[src/verilog/uart_cfg_pkg.sv]
// Shared constants and carrier types for one serial channel's setup block.
// Assumes a 32-bit AXI4-Lite register port, one register per aligned word.
package uart_cfg_pkg;
	localparam int ADDR_W = 6;
	localparam logic [ADDR_W-1:0] OFS_FIFO_SETUP = 6'h00;
	localparam logic [ADDR_W-1:0] OFS_LINE = 6'h04;
	localparam logic [ADDR_W-1:0] OFS_MODEM = 6'h08;
	localparam logic [ADDR_W-1:0] OFS_ENH = 6'h0c;
	localparam logic [ADDR_W-1:0] OFS_FEAT = 6'h10;
	localparam logic [ADDR_W-1:0] OFS_TRG = 6'h14;
	localparam logic [ADDR_W-1:0] OFS_ALT = 6'h18;
	localparam logic [ADDR_W-1:0] OFS_STATUS = 6'h1c;
	localparam logic [ADDR_W-1:0] OFS_DATA = 6'h20;
	localparam logic [ADDR_W-1:0] OFS_DIV_HIGH = 6'h24;
	localparam logic [ADDR_W-1:0] OFS_DIV_FRAC = 6'h28;
	localparam int FS_ENABLE = 0;
	localparam int FS_RX_RESET = 1;
	localparam int FS_TX_RESET = 2;
	localparam int FS_DMA = 3;
	localparam int FS_TX_TRIG = 4;
	localparam int FS_RX_TRIG = 6;
	localparam int LF_STOP = 2;
	localparam int LF_PAR_EN = 3;
	localparam int LF_PAR_EVEN = 4;
	localparam int LF_PAR_FORCE = 5;
	localparam int LF_BREAK = 6;
	localparam int LF_DIV_ACCESS = 7;
	localparam int MO_TERM_READY = 0;
	localparam int MO_REQ_SEND = 1;
	localparam int MO_BELL_LOOP = 2;
	localparam int MO_USER_TWO = 3;
	localparam int MO_LOOPBACK = 4;
	localparam int MO_XON_ANY = 5;
	localparam int EF_ENHANCED = 4;
	localparam int FC_TABLE = 4;
	localparam int FC_TRG_TX = 7;
	localparam int AF_FUNC = 1;
	localparam logic [7:0] REG_RESET = 8'h00;
	localparam logic [7:0] TRG_RESET = 8'h01;
	localparam logic [1:0] TBL_A = 2'h0;
	localparam logic [1:0] TBL_B = 2'h1;
	localparam logic [1:0] TBL_C = 2'h2;
	localparam logic [1:0] AF_USER_PIN = 2'h0;
	localparam logic [1:0] RESP_OKAY = 2'h0;
	localparam logic [1:0] RESP_SLVERR = 2'h2;
	localparam logic [1:0] WL_FIVE = 2'h0;
	localparam logic [3:0] WL_BASE = 4'h5;
	localparam logic [2:0] STOP_ONE = 3'h2;
	localparam logic [2:0] STOP_ONE_HALF = 3'h3;
	localparam logic [2:0] STOP_TWO = 3'h4;
	// Index by select code; element 0 is the select code 00 level
	localparam logic [3:0][7:0] RX_TRIG_A = {8'h0e, 8'h08, 8'h04, 8'h01};
	localparam logic [3:0][7:0] RX_TRIG_B = {8'h1c, 8'h18, 8'h10, 8'h08};
	localparam logic [3:0][7:0] RX_TRIG_C = {8'h3c, 8'h38, 8'h10, 8'h08};
	localparam logic [7:0] TX_TRIG_A = 8'h01;
	localparam logic [3:0][7:0] TX_TRIG_B = {8'h1e, 8'h18, 8'h08, 8'h10};
	localparam logic [3:0][7:0] TX_TRIG_C = {8'h38, 8'h20, 8'h10, 8'h08};
	typedef struct packed {
		logic [3:0] word_bits;
		logic [2:0] stop_halves;
		logic parity_en;
		logic parity_even;
		logic parity_forced;
		logic break_hold;
	} line_cfg_t;
	typedef struct packed {
		logic term_ready_n;
		logic req_send_n;
		logic user_output_two_n;
	} modem_pins_t;
endpackage

[src/verilog/uart_fifo_line_modem_control.sv]
// FIFO setup, line format and modem output control for one serial channel.
// Assumes the FIFO storage, shifters and baud generator sit outside on aclk.
//
// The placing of the registers and the AXI4-Lite register port are this design's own decisions.
`timescale 1ns/1ps
module uart_fifo_line_modem_control #(
	parameter int FIFO_DEPTH = 64,
	parameter int LVL_W = $clog2(FIFO_DEPTH + 1)
) (
	input wire logic aclk,
	input wire logic aresetn,
	input wire logic [uart_cfg_pkg::ADDR_W-1:0] awaddr,
	input wire logic awvalid,
	output logic awready,
	input wire logic [31:0] wdata,
	input wire logic [3:0] wstrb,
	input wire logic wvalid,
	output logic wready,
	output logic [1:0] bresp,
	output logic bvalid,
	input wire logic bready,
	input wire logic [uart_cfg_pkg::ADDR_W-1:0] araddr,
	input wire logic arvalid,
	output logic arready,
	output logic [31:0] rdata,
	output logic [1:0] rresp,
	output logic rvalid,
	input wire logic rready,
	input wire logic rx_char_valid,
	input wire logic [7:0] rx_char,
	input wire logic rx_parity_bit,
	input wire logic rx_is_flow_char,
	input wire logic sw_flow_active,
	input wire logic [7:0] rx_head,
	input wire logic [7:0] tx_char,
	input wire logic tx_char_sent,
	input wire logic tx_serial,
	input wire logic auto_rts_en,
	input wire logic auto_rts_n,
	input wire logic bell_signal_in_n,
	input wire logic carrier_detect_in_n,
	output logic rx_store,
	output logic rx_parity_error,
	output logic resume_tx,
	output logic rx_pop,
	output logic tx_push,
	output logic [7:0] tx_data,
	output logic tx_parity,
	output logic tx_line,
	output logic rx_flush,
	output logic tx_flush,
	output logic fifo_enable,
	output logic rx_request,
	output logic tx_request,
	output logic receive_ready_pin_n,
	output logic transmit_ready_pin_n,
	output uart_cfg_pkg::line_cfg_t line_cfg,
	output uart_cfg_pkg::modem_pins_t modem_pins,
	output logic loopback,
	output logic [15:0] divisor,
	output logic [7:0] divisor_fraction
);
	import uart_cfg_pkg::*;

	logic [7:0] line_format_reg;
	logic [7:0] modem_outputs_reg;
	logic [7:0] enhanced_feature_reg;
	logic [7:0] feature_control_reg;
	logic [7:0] alternate_function_reg;
	logic [7:0] rx_trig_user;
	logic [7:0] tx_trig_user;
	logic [1:0] rx_sel;
	logic [1:0] tx_sel;
	logic dma_mode;
	logic [LVL_W-1:0] rx_count;
	logic [LVL_W-1:0] tx_count;
	logic tx_filled_above;
	logic [1:0] bell_sync;
	logic [1:0] carrier_sync;
	logic wr_go;
	logic rd_go;
	logic [7:0] wbyte;
	logic wr_ok;
	logic rd_ok;
	logic [31:0] next_rdata;
	logic [7:0] rx_level;
	logic [7:0] tx_level;
	logic bell_state;
	logic carrier_state;

	// Decoding shared by the write and read paths
	function automatic logic mapped(input logic [ADDR_W-1:0] a, input logic div_acc);
		case (a)
			OFS_FIFO_SETUP, OFS_LINE, OFS_MODEM, OFS_ENH, OFS_FEAT,
			OFS_TRG, OFS_ALT, OFS_STATUS, OFS_DATA: mapped = 1'b1;
			OFS_DIV_HIGH, OFS_DIV_FRAC: mapped = div_acc;
			default: mapped = 1'b0;
		endcase
	endfunction

	// Parity for a character under the current format
	function automatic logic parity_of(input logic [7:0] c, input logic [7:0] lf);
		logic [7:0] mask;
		logic ones;
		mask = 8'hff >> (2'h3 - lf[1:0]);
		ones = ^(c & mask);
		if (lf[LF_PAR_FORCE]) begin
			parity_of = ~lf[LF_PAR_EVEN];
		end else begin
			parity_of = lf[LF_PAR_EVEN] ? ones : ~ones;
		end
	endfunction

	// Both channels taken in one edge keeps the write path free of holding registers
	assign awready = awvalid & wvalid & ~bvalid;
	assign wready = awready;
	assign wr_go = awready;
	assign arready = ~rvalid;
	assign rd_go = arvalid & arready;
	assign wbyte = wdata[7:0];
	assign wr_ok = mapped(awaddr, line_format_reg[LF_DIV_ACCESS]);
	assign rd_ok = mapped(araddr, line_format_reg[LF_DIV_ACCESS]);

	always_ff @(posedge aclk) begin
		if (!aresetn) begin
			bvalid <= 1'b0;
			bresp <= RESP_OKAY;
		end else if (wr_go) begin
			bvalid <= 1'b1;
			bresp <= wr_ok ? RESP_OKAY : RESP_SLVERR;
		end else if (bready) begin
			bvalid <= 1'b0;
		end
	end

	always_ff @(posedge aclk) begin
		if (!aresetn) begin
			rvalid <= 1'b0;
			rresp <= RESP_OKAY;
			rdata <= '0;
		end else if (rd_go) begin
			rvalid <= 1'b1;
			rresp <= rd_ok ? RESP_OKAY : RESP_SLVERR;
			rdata <= rd_ok ? next_rdata : '0;
		end else if (rready) begin
			rvalid <= 1'b0;
		end
	end

	always_comb begin
		next_rdata = '0;
		case (araddr)
			OFS_LINE: next_rdata[7:0] = line_format_reg;
			OFS_MODEM: next_rdata[7:0] = modem_outputs_reg;
			OFS_ENH: next_rdata[7:0] = enhanced_feature_reg;
			OFS_FEAT: next_rdata[7:0] = feature_control_reg;
			OFS_ALT: next_rdata[7:0] = alternate_function_reg;
			OFS_STATUS: next_rdata = {12'h000, fifo_enable, carrier_state, bell_state,
				dma_mode, 8'(tx_count), 8'(rx_count)};
			OFS_DATA: next_rdata[7:0] = line_format_reg[LF_DIV_ACCESS] ? divisor[7:0] : rx_head;
			OFS_DIV_HIGH: next_rdata[7:0] = divisor[15:8];
			OFS_DIV_FRAC: next_rdata[7:0] = divisor_fraction;
			default: next_rdata = '0;
		endcase
	end

	// Data register accesses move characters only while the divisors are hidden
	assign tx_push = wr_go && wstrb[0] && awaddr == OFS_DATA && !line_format_reg[LF_DIV_ACCESS];
	assign rx_pop = rd_go && araddr == OFS_DATA && !line_format_reg[LF_DIV_ACCESS];

	always_ff @(posedge aclk) begin
		if (!aresetn) begin
			tx_data <= REG_RESET;
		end else if (tx_push) begin
			tx_data <= wbyte;
		end
	end

	always_ff @(posedge aclk) begin
		if (!aresetn) begin
			divisor <= '0;
			divisor_fraction <= REG_RESET;
		end else if (wr_go && wstrb[0] && line_format_reg[LF_DIV_ACCESS]) begin
			if (awaddr == OFS_DATA) begin
				divisor[7:0] <= wbyte;
			end
			if (awaddr == OFS_DIV_HIGH) begin
				divisor[15:8] <= wbyte;
			end
			if (awaddr == OFS_DIV_FRAC) begin
				divisor_fraction <= wbyte;
			end
		end
	end

	always_ff @(posedge aclk) begin
		if (!aresetn) begin
			line_format_reg <= REG_RESET;
			modem_outputs_reg <= REG_RESET;
			enhanced_feature_reg <= REG_RESET;
			feature_control_reg <= REG_RESET;
			alternate_function_reg <= REG_RESET;
		end else if (wr_go && wstrb[0]) begin
			if (awaddr == OFS_LINE) begin
				line_format_reg <= wbyte;
			end
			if (awaddr == OFS_MODEM) begin
				modem_outputs_reg <= wbyte;
			end
			if (awaddr == OFS_ENH) begin
				enhanced_feature_reg <= wbyte;
			end
			if (awaddr == OFS_FEAT) begin
				feature_control_reg <= wbyte;
			end
			if (awaddr == OFS_ALT) begin
				alternate_function_reg <= wbyte;
			end
		end
	end

	// Trigger-level register lands in one of two slots by the direction bit
	always_ff @(posedge aclk) begin
		if (!aresetn) begin
			rx_trig_user <= TRG_RESET;
			tx_trig_user <= TRG_RESET;
		end else if (wr_go && wstrb[0] && awaddr == OFS_TRG) begin
			if (feature_control_reg[FC_TRG_TX]) begin
				tx_trig_user <= wbyte;
			end else begin
				rx_trig_user <= wbyte;
			end
		end
	end

	// Fields program only when the same write sets the enable bit
	always_ff @(posedge aclk) begin
		if (!aresetn) begin
			fifo_enable <= 1'b0;
			dma_mode <= 1'b0;
			rx_sel <= 2'h0;
			tx_sel <= 2'h0;
		end else if (wr_go && wstrb[0] && awaddr == OFS_FIFO_SETUP) begin
			fifo_enable <= wbyte[FS_ENABLE];
			if (wbyte[FS_ENABLE]) begin
				dma_mode <= wbyte[FS_DMA];
				rx_sel <= wbyte[FS_RX_TRIG +: 2];
				if (enhanced_feature_reg[EF_ENHANCED]) begin
					tx_sel <= wbyte[FS_TX_TRIG +: 2];
				end
			end
		end
	end

	// Reset bits are never stored, so they always read back as zero
	always_ff @(posedge aclk) begin
		if (!aresetn) begin
			rx_flush <= 1'b0;
			tx_flush <= 1'b0;
		end else begin
			rx_flush <= wr_go && wstrb[0] && awaddr == OFS_FIFO_SETUP
				&& wbyte[FS_ENABLE] && wbyte[FS_RX_RESET];
			tx_flush <= wr_go && wstrb[0] && awaddr == OFS_FIFO_SETUP
				&& wbyte[FS_ENABLE] && wbyte[FS_TX_RESET];
		end
	end

	// Trigger tables; table D ignores the select fields
	always_comb begin
		unique case (feature_control_reg[FC_TABLE +: 2])
			TBL_A: begin
				rx_level = RX_TRIG_A[rx_sel];
				tx_level = TX_TRIG_A;
			end
			TBL_B: begin
				rx_level = RX_TRIG_B[rx_sel];
				tx_level = TX_TRIG_B[tx_sel];
			end
			TBL_C: begin
				rx_level = RX_TRIG_C[rx_sel];
				tx_level = TX_TRIG_C[tx_sel];
			end
			default: begin
				rx_level = rx_trig_user;
				tx_level = tx_trig_user;
			end
		endcase
	end

	// Level counters; the flush wins, shift registers outside are untouched
	always_ff @(posedge aclk) begin
		if (!aresetn || rx_flush) begin
			rx_count <= '0;
		end else begin
			rx_count <= rx_count + LVL_W'(rx_store && rx_count != LVL_W'(FIFO_DEPTH))
				- LVL_W'(rx_pop && rx_count != '0);
		end
	end

	always_ff @(posedge aclk) begin
		if (!aresetn || tx_flush) begin
			tx_count <= '0;
		end else begin
			tx_count <= tx_count + LVL_W'(tx_push && tx_count != LVL_W'(FIFO_DEPTH))
				- LVL_W'(tx_char_sent && tx_count != '0);
		end
	end

	// Remembers whether the current reload went above the trigger
	always_ff @(posedge aclk) begin
		if (!aresetn || tx_flush) begin
			tx_filled_above <= 1'b0;
		end else if (tx_count == '0) begin
			tx_filled_above <= 1'b0;
		end else if (8'(tx_count) > tx_level) begin
			tx_filled_above <= 1'b1;
		end
	end

	assign rx_request = fifo_enable && 8'(rx_count) >= rx_level;
	assign tx_request = fifo_enable && (tx_filled_above ? 8'(tx_count) < tx_level
		: tx_count == '0);

	// Normal mode signals one character / empty; DMA mode signals trigger / room
	always_comb begin
		if (dma_mode) begin
			receive_ready_pin_n = ~rx_request;
			transmit_ready_pin_n = tx_count == LVL_W'(FIFO_DEPTH);
		end else begin
			receive_ready_pin_n = rx_count == '0;
			transmit_ready_pin_n = tx_count != '0;
		end
	end

	always_comb begin
		line_cfg.word_bits = WL_BASE + {2'h0, line_format_reg[1:0]};
		if (!line_format_reg[LF_STOP]) begin
			line_cfg.stop_halves = STOP_ONE;
		end else begin
			line_cfg.stop_halves = line_format_reg[1:0] == WL_FIVE ? STOP_ONE_HALF : STOP_TWO;
		end
		line_cfg.parity_en = line_format_reg[LF_PAR_EN];
		line_cfg.parity_even = line_format_reg[LF_PAR_EVEN];
		line_cfg.parity_forced = line_format_reg[LF_PAR_FORCE];
		line_cfg.break_hold = line_format_reg[LF_BREAK];
	end

	assign tx_parity = parity_of(tx_char, line_format_reg);
	assign rx_parity_error = rx_char_valid && line_format_reg[LF_PAR_EN]
		&& rx_parity_bit != parity_of(rx_char, line_format_reg);
	assign tx_line = tx_serial & ~line_format_reg[LF_BREAK];

	// Flow characters are consumed only while software flow control runs
	assign rx_store = rx_char_valid && !(rx_is_flow_char && sw_flow_active);
	assign resume_tx = rx_char_valid && modem_outputs_reg[MO_XON_ANY]
		&& enhanced_feature_reg[EF_ENHANCED];

	always_ff @(posedge aclk) begin
		if (!aresetn) begin
			bell_sync <= 2'h3;
			carrier_sync <= 2'h3;
		end else begin
			bell_sync <= {bell_sync[0], bell_signal_in_n};
			carrier_sync <= {carrier_sync[0], carrier_detect_in_n};
		end
	end

	assign loopback = modem_outputs_reg[MO_LOOPBACK];
	assign bell_state = loopback ? modem_outputs_reg[MO_BELL_LOOP] : ~bell_sync[1];
	assign carrier_state = loopback ? modem_outputs_reg[MO_USER_TWO] : ~carrier_sync[1];

	// Pins idle high in loopback so the far end sees no activity
	always_comb begin
		modem_pins.term_ready_n = loopback | ~modem_outputs_reg[MO_TERM_READY];
		if (auto_rts_en) begin
			modem_pins.req_send_n = loopback | auto_rts_n;
		end else begin
			modem_pins.req_send_n = loopback | ~modem_outputs_reg[MO_REQ_SEND];
		end
		modem_pins.user_output_two_n = loopback
			| alternate_function_reg[AF_FUNC +: 2] != AF_USER_PIN
			| ~modem_outputs_reg[MO_USER_TWO];
	end
endmodule

[config.mk]
export PLATFORM = sky130hd
export DESIGN_NAME = uart_fifo_line_modem_control
export DESIGN_NICKNAME = d
export VERILOG_FILES = /design/src/verilog/uart_cfg_pkg.sv /design/src/verilog/uart_fifo_line_modem_control.sv
export SDC_FILE = /design/constraint.sdc
export NUM_CORES = 1
export LEC_CHECK = 0
export BUFFER_PORTS_ARGS = -buffer_cell sky130_fd_sc_hd__buf_4
export CORE_MARGIN = 5
export CORE_UTILIZATION = 60
export CTS_BUF_LIST = sky130_fd_sc_hd__clkbuf_4 sky130_fd_sc_hd__clkbuf_8
export DETAILED_ROUTE_END_ITERATION = 7
export HOLD_SLACK_MARGIN = 0.02
export PLACE_DENSITY = 0.91
export SYNTH_ARGS = -nofsm -noshare
export SYNTH_HDL_FRONTEND = slang
export SYNTH_SLANG_ARGS = --single-unit
[constraint.sdc]
create_clock -name aclk -period 7.55 [get_ports aclk]
set_input_delay 0.3775 -clock aclk [delete_from_list [all_inputs] [get_ports aclk]]
set_output_delay 0.3775 -clock aclk [all_outputs]
set_load 0.01 [all_outputs]
==> summary.md, run 1 <==
| Metric | Value |
|---|---|
| Status | completed |
| Worst Setup Start Kind | flop |
| 1st-pass router iterations | 5 |
| Maximum vdd drop | 0.139 mV |
| Routability Congestion | 0.955 |
| Number of top-level pins | 191 |
| Synth area leaders | dfxtp_1 36%, mux2i_1 13%, nor2b_1 8.0% |
| Commonest non-fill, non-tap cell in the layout | buf_4 |
| YS warnings | 0 |
| Initial antenna violation count | 0 |
| Multi-input logic area | 4450 µm² |
| Clk_lat worst skew | 0.46 ns |
| Hold WC Path Type | in2reg |
| Yosys top cell area share | 0.361 |
| Maxcap violations | 0 |
| CP endpoint kind | primary output |
| Tcrit/Tclk final | 0.458 |
| FF+latch count, synth | 138 |
| Slowest Stage Delay on Critical Path | 0.71 ns |
| Crit path buf inv count | 1 |
| Top FF cell, synth | dfxtp_1 |
| Global Route Usage Sum | 0.282 |
| Tot Pwr | 2.02 mW |
| Leak pwr | 3.77 nW |
| # diodes | 0 |
| First-pass GRT wire length | 32900 µm |
| Synth Area per Inst | 9.18 µm² |
| GRT met1 Usage | 0.354 |
| Fill cells | 894 |
| DRC | 0 |
| Clock Tree Buf Depth | 2 |
| Cells along the critical path | and2_1 > a21oi_1 > ha_1 > a21o_1 > a21o_1 > a21oi_1 > o21ai_0 > a41oi_1 > buf_4 |
| Total routed wirelength | 21300 µm |
| Final slew viol count | 0 |
| EDFF count, synth | 0 |
| Clk_skew | 0.0103 ns |
| Most frequent cells in the layout | 152 x buf_4, 138 x dfxtp_1, 102 x mux2i_1, 98 x nor2b_1, 53 x nand2_1 |
| Pwr Density | 220 nW/µm² |
| Yosys cell types | 67 |
| CTS clk-pin slew, worst paths | 0.08 ns |
| Post-synthesis cell count | 833 |
| Area Overhead vs Synth | 19.9% |
| Hold-fix buffers at CTS | 0 |
| Post_cts resized | 0 |
| Slowest-stage cell, CP | dfxtp_1 |
| Post-detail-place hpwl | 15100 µm |
| Rel. slew slack | 0.350 |
| Fin. Hold Viols | 0 |
| GR peak layer | met2 |
| Final #Nets | 1077 |
| Largest net degree at the start of global routing | 122 |
| Mapped Area | 7650 µm² |
| Clock Sink Count | 138 |
| DR vias/cell | 5.84 |
| Std-Cell Core Area | 12600 µm² |
| Clk root buf | clkbuf_8 |
| CTS H-Tree Depth | 4 |
| Share of cells above drive strength 1 | 0.212 |
| Met2 usage | 0.450 |
| DR iter-0 viols | 642 |
| Worst Tran Pin Value | 0.975 ns |
| CTS tree | built |
| Die height | 123 µm |
| Critical Path RT | 7.17 ns |
| Flip-flop count of the largest register after layout | 19 |
| Initial Util | 0.608 |
| CP arrival | 3.08 ns |
| Grt total ovfl | 0 |
| Top reg by flops | rdata |
| Crit path max-delay family | compound AO/OA/AOI/OAI gates |
| Crit-path max FO | 16 |
| Grt met3 use | 0.0778 |
| Setup CP Type | reg2out |
| Yosys top cell by area | dfxtp_1 |
| Via Count | 6626 |
| RSZ-0062 raised after global routing | no |
| FMAX | 289 MHz |
| Sequential-to-total area share from yosys stat | 0.361 |
| Post-route minimum period | 3.46 ns |
| Routed WL per cell | 18.8 µm |
| Setup bufs post-CTS | 0 |
| Port Buffers | 148 |
| Post-route ant nets | 0 |
| TritonCTS buffer count | 17 |
| Rows | 41 |
| Ys async rst share | 0 |
| Vias in the first global route | 6432 |
| Reg area | 2760 µm² |
| Final-report setup violation count | 0 |
| Setup TNS | 0 ns |
| Largest regs | rdata (19), divisor (16) |
| Area of the die | 15100 µm² |
| Die width | 123 µm |
## worst paths after layout
check | slack, ns | endpoint | startpoint | depth (start not counted)
max | 4.09 | receive_ready_pin_n | feature_control_reg[4] | 9
min | 0.10 | carrier_sync[0] | carrier_detect_in_n | 2
max reg2reg | 4.41 | rx_count[6] | rx_count[5] | 15
min reg2reg | 0.41 | bell_sync[1] | bell_sync[0] | 1
## synthesized netlist by cell type, types with 16 or more instances
cell type / number
mux2i_1: 102
buf_4: 20
nor2b_1: 98
inv_1: 37
a21boi_0: 19
a21oi_1: 29
clkbuf_1: 38
nor2_1: 22
nand3_1: 18
and2_1: 16
ha_1: 37
o21ai_0: 21
nand2_1: 53
dfxtp_1: 138
## routing by layer
metal | vias up | part of all wire
met5 | - | 0
met4 | 0 | 0.042
met3 | 63 | 0.077
met2 | 300 | 0.48
met1 | 3155 | 0.40
li1 | 3108 | -
## power breakdown
group	internal, mW	switching, mW	leakage, nW
clock network	0.399	0.300	0.223
logic	0.232	0.272	2.43
registers	0.764	0.0510	1.12
total	1.39	0.623	3.77
## kinds of logic (layout without fill, tap and decap cells)
kind of cell,count (synthesis),after routing,synth area share
simple gates,286,286,0.217
buf+inv,106,221,0.0643
fa+ha+maj,39,39,0.0658
xor+xnor,19,19,0.0254
flops,138,138,0.361
other cells,1,15,0.000490
compound gates,134,134,0.121
mux,110,110,0.145
## through the flow
step,cell area [µm²],setup slack [ns],utilization,hold WS (ns),instances
after floorplan,7700,4.40,-,0.386,847
after global routing,9170,3.84,0.730,0.0741,1134
after CTS,9170,4.09,0.730,0.0918,1134
after global placement,8710,3.99,0.693,0.397,1102
after detailed placement,8710,3.89,0.693,0.397,1102
final,9170,4.09,0.730,0.102,1134
## cell type report
class	instances	share of cell area
Timing Repair Buffer	152	0.124
Sequential cell	138	0.301
Tap cell	172	0.0235
Multi-Input combinational cell	603	0.486
Clock inverter	14	0.0237
Inverter	37	0.0151
Clock buffer	18	0.0263
Power figures use the tool's default switching activity.
==> inputs of run 2 (changes only) <==
--- a/config.mk
+++ b/config.mk
@@ -5,13 +5,14 @@
 export SDC_FILE = /design/constraint.sdc
 export NUM_CORES = 1
 export LEC_CHECK = 0
+export ABC_AREA = 1
 export BUFFER_PORTS_ARGS = -buffer_cell sky130_fd_sc_hd__buf_4
 export CORE_MARGIN = 5
-export CORE_UTILIZATION = 60
+export CORE_UTILIZATION = 55
 export CTS_BUF_LIST = sky130_fd_sc_hd__clkbuf_4 sky130_fd_sc_hd__clkbuf_8
 export DETAILED_ROUTE_END_ITERATION = 7
 export HOLD_SLACK_MARGIN = 0.02
-export PLACE_DENSITY = 0.91
+export PLACE_DENSITY = 0.84
 export SYNTH_ARGS = -nofsm -noshare
 export SYNTH_HDL_FRONTEND = slang
 export SYNTH_SLANG_ARGS = --single-unit
==> constraint.sdc (replaced) <==
create_clock -name aclk -period 3.2 [get_ports aclk]
set_input_delay 0.16 -clock aclk [delete_from_list [all_inputs] [get_ports aclk]]
set_output_delay 0.16 -clock aclk [all_outputs]
set_load 0.01 [all_outputs]
==> summary.md, run 2 <==
| Metric | Value |
|---|---|
| Status | completed |
| Hold path startpoint | wdata[4] |
| Total routed wirelength | 21200 µm (-0.38%) |
| 1st-pass router iterations | 6 (+1) |
| Area of the die | 15900 µm² (+5.2%) |
| Worst R2R Path Depth | 18 (+3) |
| Slowest-stage cell, CP | dfxtp_1 |
| Maximum vdd drop | 0.472 mV (+240%) |
| Mapped Area | 7410 µm² (-3.1%) |
| YS warnings | 0 (unchanged) |
| Setup bufs post-CTS | 0 (unchanged) |
| Dpl cell area | 8490 µm² (-2.6%) |
| Die height | 126 µm (+2.6%) |
| Most frequent cell after synthesis | nand2_1 |
| Post-route minimum period | 2.97 ns |
| Rel. slew slack | 0.410 (+0.0600) |
| Reg2reg end | rx_count[6] |
| Initial Util | 0.559 (-0.0490) |
| Die width | 126 µm (+2.6%) |
| EDFF count, synth | 0 (unchanged) |
| Clock Sink Count | 138 (unchanged) |
| Critical Path RT | 3.54 ns (-3.63 ns) |
| Final slew viol count | 0 (unchanged) |
| Flip-flop count of the largest register after layout | 19 (unchanged) |
| Fill cells | 1121 (+25%) |
| DR iter-0 viols | 746 (+16%) |
| # placed instances | 1308 (+19%) |
| Clk root buf | clkbuf_8 |
| Via Count | 7411 (+12%) |
| Final instance area | 8930 µm² (-2.6%) |
| Maxcap violations | 0 (unchanged) |
| Post-route ant nets | 0 (unchanged) |
| Reg-to-reg startpoint | rx_count[2] |
| Largest regs | rdata (19), divisor (16) |
| Worst Setup Start Kind | flop |
| Clk_lat worst skew | 0.45 ns (about the same) |
| Worst Tran Pin Value | 0.878 ns (-0.0967 ns) |
| Levels on crit path | 18 (+9) |
| Crit path max-delay family | adder cells |
| Cell Count, Final, Fillers Out | 1345 (+19%) |
| Routed WL per cell | 15.8 µm (-16%) |
| Clock Tree Buf Depth | 2 (unchanged) |
| Port Buffers | 148 (unchanged) |
| Most frequent cells in the layout | 171 x nand2_1, 157 x buf_4, 138 x dfxtp_1, 129 x a21oi_1, 117 x o21ai_0 |
| First-pass GRT wire length | 34100 µm (+3.8%) |
| Area Overhead vs Synth | 20.6% |
| Top reg by flops | rdata |
| Uppermost layer routed | met4 |
| Fin. Hold Viols | 0 (unchanged) |
| FMAX | 336 MHz |
| Setup TNS | 0 ns (unchanged) |
| Rows | 42 (+2.4%) |
| Std-Cell Core Area | 13200 µm² (+5.4%) |
| DRC | 0 (unchanged) |
| Yosys cell types | 40 (-40%) |
| DR vias/cell | 5.51 (-5.7%) |
| Top cells by count, synth | 172 x nand2_1, 138 x dfxtp_1, 129 x a21oi_1, 117 x o21ai_0, 109 x inv_1 |
| Tcrit/Tclk final | 0.929 |
| Slowest Stage Delay on Critical Path | 0.41 ns (-0.30 ns) |
| Routability Congestion | 0.937 (-1.9%) |
| RSZ-0062 raised after global routing | no |
| Number of top-level pins | 191 (unchanged) |
| Top FF cell, synth | dfxtp_1 |
| Hold depth | 3 (+1) |
| CP endpoint kind | flop |
| Leak pwr | 4.09 nW (+8.5%) |
| Grt total ovfl | 0 (unchanged) |
| Sequential-to-total area share from yosys stat | 0.373 (+0.0117) |
| CP arrival | 3.32 ns (+0.24 ns) |
| Met1 wire length | 8520 µm (-0.98%) |
| TritonCTS buffer count | 17 (unchanged) |
| FF+latch count, synth | 138 (unchanged) |
| Largest net degree at the start of global routing | 91 (-25%) |
| Setup CP Type | reg2reg |
| Synth Area per Inst | 7.26 µm² (-21%) |
| # diodes | 0 (unchanged) |
| CTS H-Tree Depth | 4 (unchanged) |
| Crit path top cell by count | inv_1 |
| Hold WC Path Type | in2reg |
| Synth area leaders | dfxtp_1 37%, a21oi_1 8.7%, nand2_1 8.7% |
| CTS clk-pin slew, worst paths | 0.07 ns (about the same) |
| Commonest non-fill, non-tap cell in the layout | nand2_1 |
| Cells along the critical path | inv_1 > ha_1 > nand3_1 > nor3b_2 > nor4_2 > ha_1 > inv_1 > ha_1 > inv_1 > fa_1 > inv_1 > nand3_1 > nand2_1 > nand2_1 > a21oi_1 > o21ai_0 > nand2_1 > nor2_1 |
| Post-detail-place hpwl | 15600 µm (+3.3%) |
| Metal3 WL | 1750 µm (+7.0%) |
| Global Route Usage Sum | 0.263 (-0.0191) |
| Initial antenna violation count | 0 (unchanged) |
| Vias in the first global route | 7015 (+9.1%) |
| Final-report setup violation count | 0 (unchanged) |
| Yosys top cell by area | dfxtp_1 |
| Hold Path Sink | rx_trig_user[4] |
| Yosys top cell area share | 0.373 (+0.0117) |
| Crit path buf inv count | 4 (+3) |
| Share of cells above drive strength 1 | 0.199 (-0.0127) |
| Post-synthesis cell count | 1021 (+23%) |
| Clk_skew | 0.00848 ns (-0.00184 ns) |
| CTS tree | built |
| Ys async rst share | 0 (unchanged) |
| R2R Setup Slk | 0.23 ns (-4.18 ns) |
| Crit-path max FO | 4 (-12) |
| Pwr Density | 492 nW/µm² (+120%) |
| DR WL met2 | 10200 µm (+0.61%) |
| Final #Nets | 1287 (+19%) |
## run 2: cell types whose count changed in the layout (fill, tap and decap cells not counted), moves of 72 or more
cell | before | now
o21ai_0 | 21 | 117
inv_1 | 37 | 109
nand2_1 | 53 | 171
a21oi_1 | 29 | 129
nor2b_1 | 98 | 0
mux2i_1 | 102 | 0
## run 2: final cells by class
type,count,area (µm²),share of cell area
Tap cell,176,220,0.0246
Sequential cell,138,2760,0.309
Timing Repair Buffer,165,1260,0.141
Clock inverter,8,72.6,0.00812
Multi-Input combinational cell,715,3880,0.434
Inverter,122,458,0.0513
Clock buffer,21,283,0.0316
## run 2: routing by layer
layer / vias up / track usage
met5: - / 0
met4: 0 / 0.122
met3: 58 / 0.0550
met2: 341 / 0.438
met1: 3369 / 0.327
li1: 3643 / -
## run 2: worst reg2reg max path, delay by kind of cell (launching register included)
kind / cells / cell delay (ns)
buf+inv: 4 / 0.30
simple gates: 8 / 0.86
fa+ha+maj: 4 / 1.02
flops: 1 / 0.41
compound gates: 2 / 0.26
## run 2: worst max path at each step
stage / from / slack [ns] / endpoint
floorplan: bvalid / 0.44 / tx_count[6]
global placement: rx_count[2] / 0.34 / rx_count[6]
detailed placement: rx_count[2] / 0.13 / rx_count[6]
CTS: rx_count[2] / 0.11 / rx_count[6]
global route: feature_control_reg[5] / 0.006 / receive_ready_pin_n
finish: rx_count[2] / 0.23 / rx_count[6]
## run 2: report_power, final
| part | switching [mW] | total [mW] | leakage, nW | internal [mW] |
|---|---|---|---|---|
| clock | 0.634 | 1.30 | 0.190 | 0.666 |
| combinational | 0.709 | 1.18 | 2.78 | 0.468 |
| sequential | 0.108 | 1.92 | 1.12 | 1.81 |
## run 2: timing repair
item / in CTS / in global routing
setup endpoints to repair: 0 / 3
hold buffers: 8 / 0
resized for setup: 0 / 3
endpoints found under the hold margin: 11 / 0
## run 2: through the flow
stage          utilization  worst slack (ns)  hold slack (ns)  power [mW]
2_1_floorplan            -             0.440            0.267        2.74
3_3_place_gp         0.641             0.342            0.348        3.03
3_5_place_dp         0.641             0.134            0.349        3.08
4_1_cts              0.674             0.107           0.0256        4.39
5_1_grt              0.675           0.00607           0.0685        4.67
6_report             0.675             0.226           0.0707        4.40
## run 2: cells by family after synthesis
logic type,after synthesis,share of synthesized area
XOR/XNOR,14,0.0166
AO/OA/AOI/OAI,276,0.198
flip-flops,138,0.373
buffers and inverters,182,0.112
other,1,0.000506
AND/OR/NAND/NOR,371,0.232
adder cells (fa/ha/maj),39,0.0679
==> inputs of run 3 (changes only) <==
--- a/config.mk
+++ b/config.mk
@@ -7,6 +7,7 @@
 export LEC_CHECK = 0
 export ABC_AREA = 1
 export BUFFER_PORTS_ARGS = -buffer_cell sky130_fd_sc_hd__buf_4
+export CORE_ASPECT_RATIO = 0.8
 export CORE_MARGIN = 5
 export CORE_UTILIZATION = 55
 export CTS_BUF_LIST = sky130_fd_sc_hd__clkbuf_4 sky130_fd_sc_hd__clkbuf_8
@@ -16,3 +17,4 @@
 export SYNTH_ARGS = -nofsm -noshare
 export SYNTH_HDL_FRONTEND = slang
 export SYNTH_SLANG_ARGS = --single-unit
+export TNS_END_PERCENT = 20
==> summary.md, run 3 (synthesized netlist as in run 2, its figures left out) <==
| Metric | Value |
|---|---|
| Status | completed |
| Global Route Usage Sum | 0.272 (+0.00950) |
| 1st-pass router iterations | 6 (unchanged) |
| Gate power share | 0.246 (-0.022) |
| Sw Share | 0.316 (-0.0138) |
| Die width | 140 µm (+11%) |
| Pwr Density | 520 nW/µm² (+5.8%) |
| Clock power share | 0.345 (+0.049) |
| Port Buffers | 148 (unchanged) |
| Fin. Hold Viols | 0 (unchanged) |
| Area Overhead vs Synth | 21.5% |
| # diodes | 0 (unchanged) |
| CTS H-Tree Depth | 4 (unchanged) |
| Initial Util | 0.555 (-0.00492) |
| Clock Tree Buf Depth | 2 (unchanged) |
| # placed instances | 1311 (+0.23%) |
| Clk root buf | clkbuf_8 |
| Switching pwr | 1.48 mW (+2.1%) |
| Std-Cell Core Area | 13400 µm² (+0.89%) |
| Largest net degree at the start of global routing | 91 (unchanged) |
| Largest regs | rdata (19), divisor (16) |
| Cell Count, Final, Fillers Out | 1349 (+0.30%) |
| Final #Nets | 1284 (-0.23%) |
| Worst R2R Path Depth | 17 (-1) |
| DR vias/cell | 5.48 (-0.51%) |
| Final Util | 0.674 (-0.000976) |
| Area of the die | 15900 µm² (about the same) |
| First-pass GRT wire length | 34900 µm (+2.3%) |
| Maximum vdd drop | 0.439 mV (-7.1%) |
| Post-route ant nets | 0 (unchanged) |
| Tcrit/Tclk final | 0.919 (-0.0104) |
| Rel. slew slack | 0.376 (-0.0346) |
| Routability Congestion | 0.925 (-1.3%) |
| Fin Hold WS | 0.0409 ns (-0.0298 ns) |
| Total routed wirelength | 21900 µm (+3.3%) |
| Grt total ovfl | 0 (unchanged) |
| FMAX | 340 MHz (+1.1%) |
| Number of top-level pins | 191 (unchanged) |
| RSZ-0062 raised after global routing | no |
| Post-route minimum period | 2.94 ns (-0.0333 ns) |
| Critical Path RT | 3.04 ns (-0.50 ns) |
| Routed WL per cell | 16.2 µm (+3.0%) |
| Via Count | 7395 (-0.22%) |
| Flip-flop count of the largest register after layout | 19 (unchanged) |
| Vias in the first global route | 6894 (-1.7%) |
| Internal power | 3.20 mW (+8.7%) |
| Rows | 38 (-9.5%) |
| Worst Setup Start Kind | flop |
| TritonCTS buffer count | 17 (unchanged) |
| Clk_lat worst skew | 0.44 ns (about the same) |
| CP endpoint kind | primary output |
| DR iter-0 viols | 720 (-3.5%) |
| Commonest non-fill, non-tap cell in the layout | nand2_1 |
| Post-detail-place hpwl | 16100 µm (+3.3%) |
| Final slew viol count | 0 (unchanged) |
| Crit-path max FO | 11 (+7) |
| Final-report setup violation count | 0 (unchanged) |
| Most frequent cells in the layout | 171 x nand2_1, 156 x buf_4, 138 x dfxtp_1, 129 x a21oi_1, 117 x o21ai_0 |
| Clock Sink Count | 138 (unchanged) |
| Worst Tran Pin Value | 0.936 ns (+0.0575 ns) |
| CP arrival | 2.78 ns (-0.54 ns) |
| Leak pwr | 4.10 nW (+0.38%) |
| Top reg by flops | rdata |
| Setup TNS | 0 ns (unchanged) |
| Clk_skew | 0.0114 ns (+0.00289 ns) |
| Hold depth | 3 (unchanged) |
| Setup CP Type | reg2out |
| Die height | 114 µm (-9.7%) |
| Hold WC Path Type | in2reg |
| Share of cells above drive strength 1 | 0.199 (unchanged) |
| Maxcap violations | 0 (unchanged) |
| Sequential power share | 0.409 (-0.027) |
| CTS tree | built |
| Initial antenna violation count | 0 (unchanged) |
| CTS clk-pin slew, worst paths | 0.08 ns (about the same) |
| DRC | 0 (unchanged) |
[run 3: cell types whose count changed in the layout (fill, tap and decap cells not counted), sizes merged]
cell and change:
buf -1, dlygate4sd3 -2, bufinv +3, clkinv -4, clkinvlp +3, clkbuf +1
[run 3: timing repair]
action | 4_1_cts | 5_1_grt
endpoints found under the setup margin | 0 | 1
gates resized for setup | 0 | 1
hold endpoints to repair | 4 | 2
buffers inserted | 0 | 0
hold buffers | 4 | 2
[run 3: critical path, stage by stage (launching register included)]
cell and delay, ns:
dfxtp_1 0.51, nand2_2 0.20, inv_1 0.32, nor3_1 0.09
a21oi_1 0.18, ha_1 0.26, nand2_1 0.06, inv_1 0.05
o21ai_0 0.06, nand2_1 0.06, nand2_1 0.06, nand3_1 0.13
nand2_1 0.11, nand2_1 0.05, nand2_1 0.07, buf_4 0.12
[run 3: path summary, 6_finish.rpt]
check,startpoint,endpoint,slack [ns]
worst max-delay path,feature_control_reg[4],receive_ready_pin_n,0.26
worst min-delay path,wdata[5],rx_trig_user[5],0.04
worst max register to register,rx_count[4],rx_count[6],0.39
worst min register to register,carrier_sync[0],carrier_sync[1],0.42
[run 3: power groups by stage]
stage	clock network (mW)	logic, mW	registers, mW
2_1_floorplan	0	0.816	1.93
4_1_cts	1.62	1.14	1.92
6_report	1.62	1.15	1.92
3_5_place_dp	0	1.13	1.96
5_1_grt	1.70	1.33	1.93
3_3_place_gp	0	1.09	1.95
[run 3: through the flow]
step	setup WS [ns]	power [mW]	area, µm²
3_3_place_gp	0.451	3.04	8480
2_1_floorplan	0.440	2.74	7460
4_1_cts	0.205	4.68	8980
6_report	0.259	4.68	9000
3_5_place_dp	0.361	3.09	8480
5_1_grt	0.0753	4.96	9000
[run 3: cell type report]
| cell class | count | area, µm² |
|---|---|---|
| fill | 1169 | 4360 |
| timing repair buffer | 162 | 1230 |
| sequential | 138 | 2760 |
| clock inverter | 10 | 165 |
| clock buffer | 22 | 290 |
| inverter | 122 | 458 |
| multi-input combinational | 715 | 3870 |
| tap | 180 | 225 |
[run 3: layer usage]
layer  track usage  part of all wire  up-vias  wire [µm]
li1              -                 -     3632          -
met1         0.372              0.43     3332       9320
met2         0.420              0.44      393       9680
met3        0.0809              0.11       38       2490
met4        0.0807             0.019        0        410
met5             0                 0        -          0
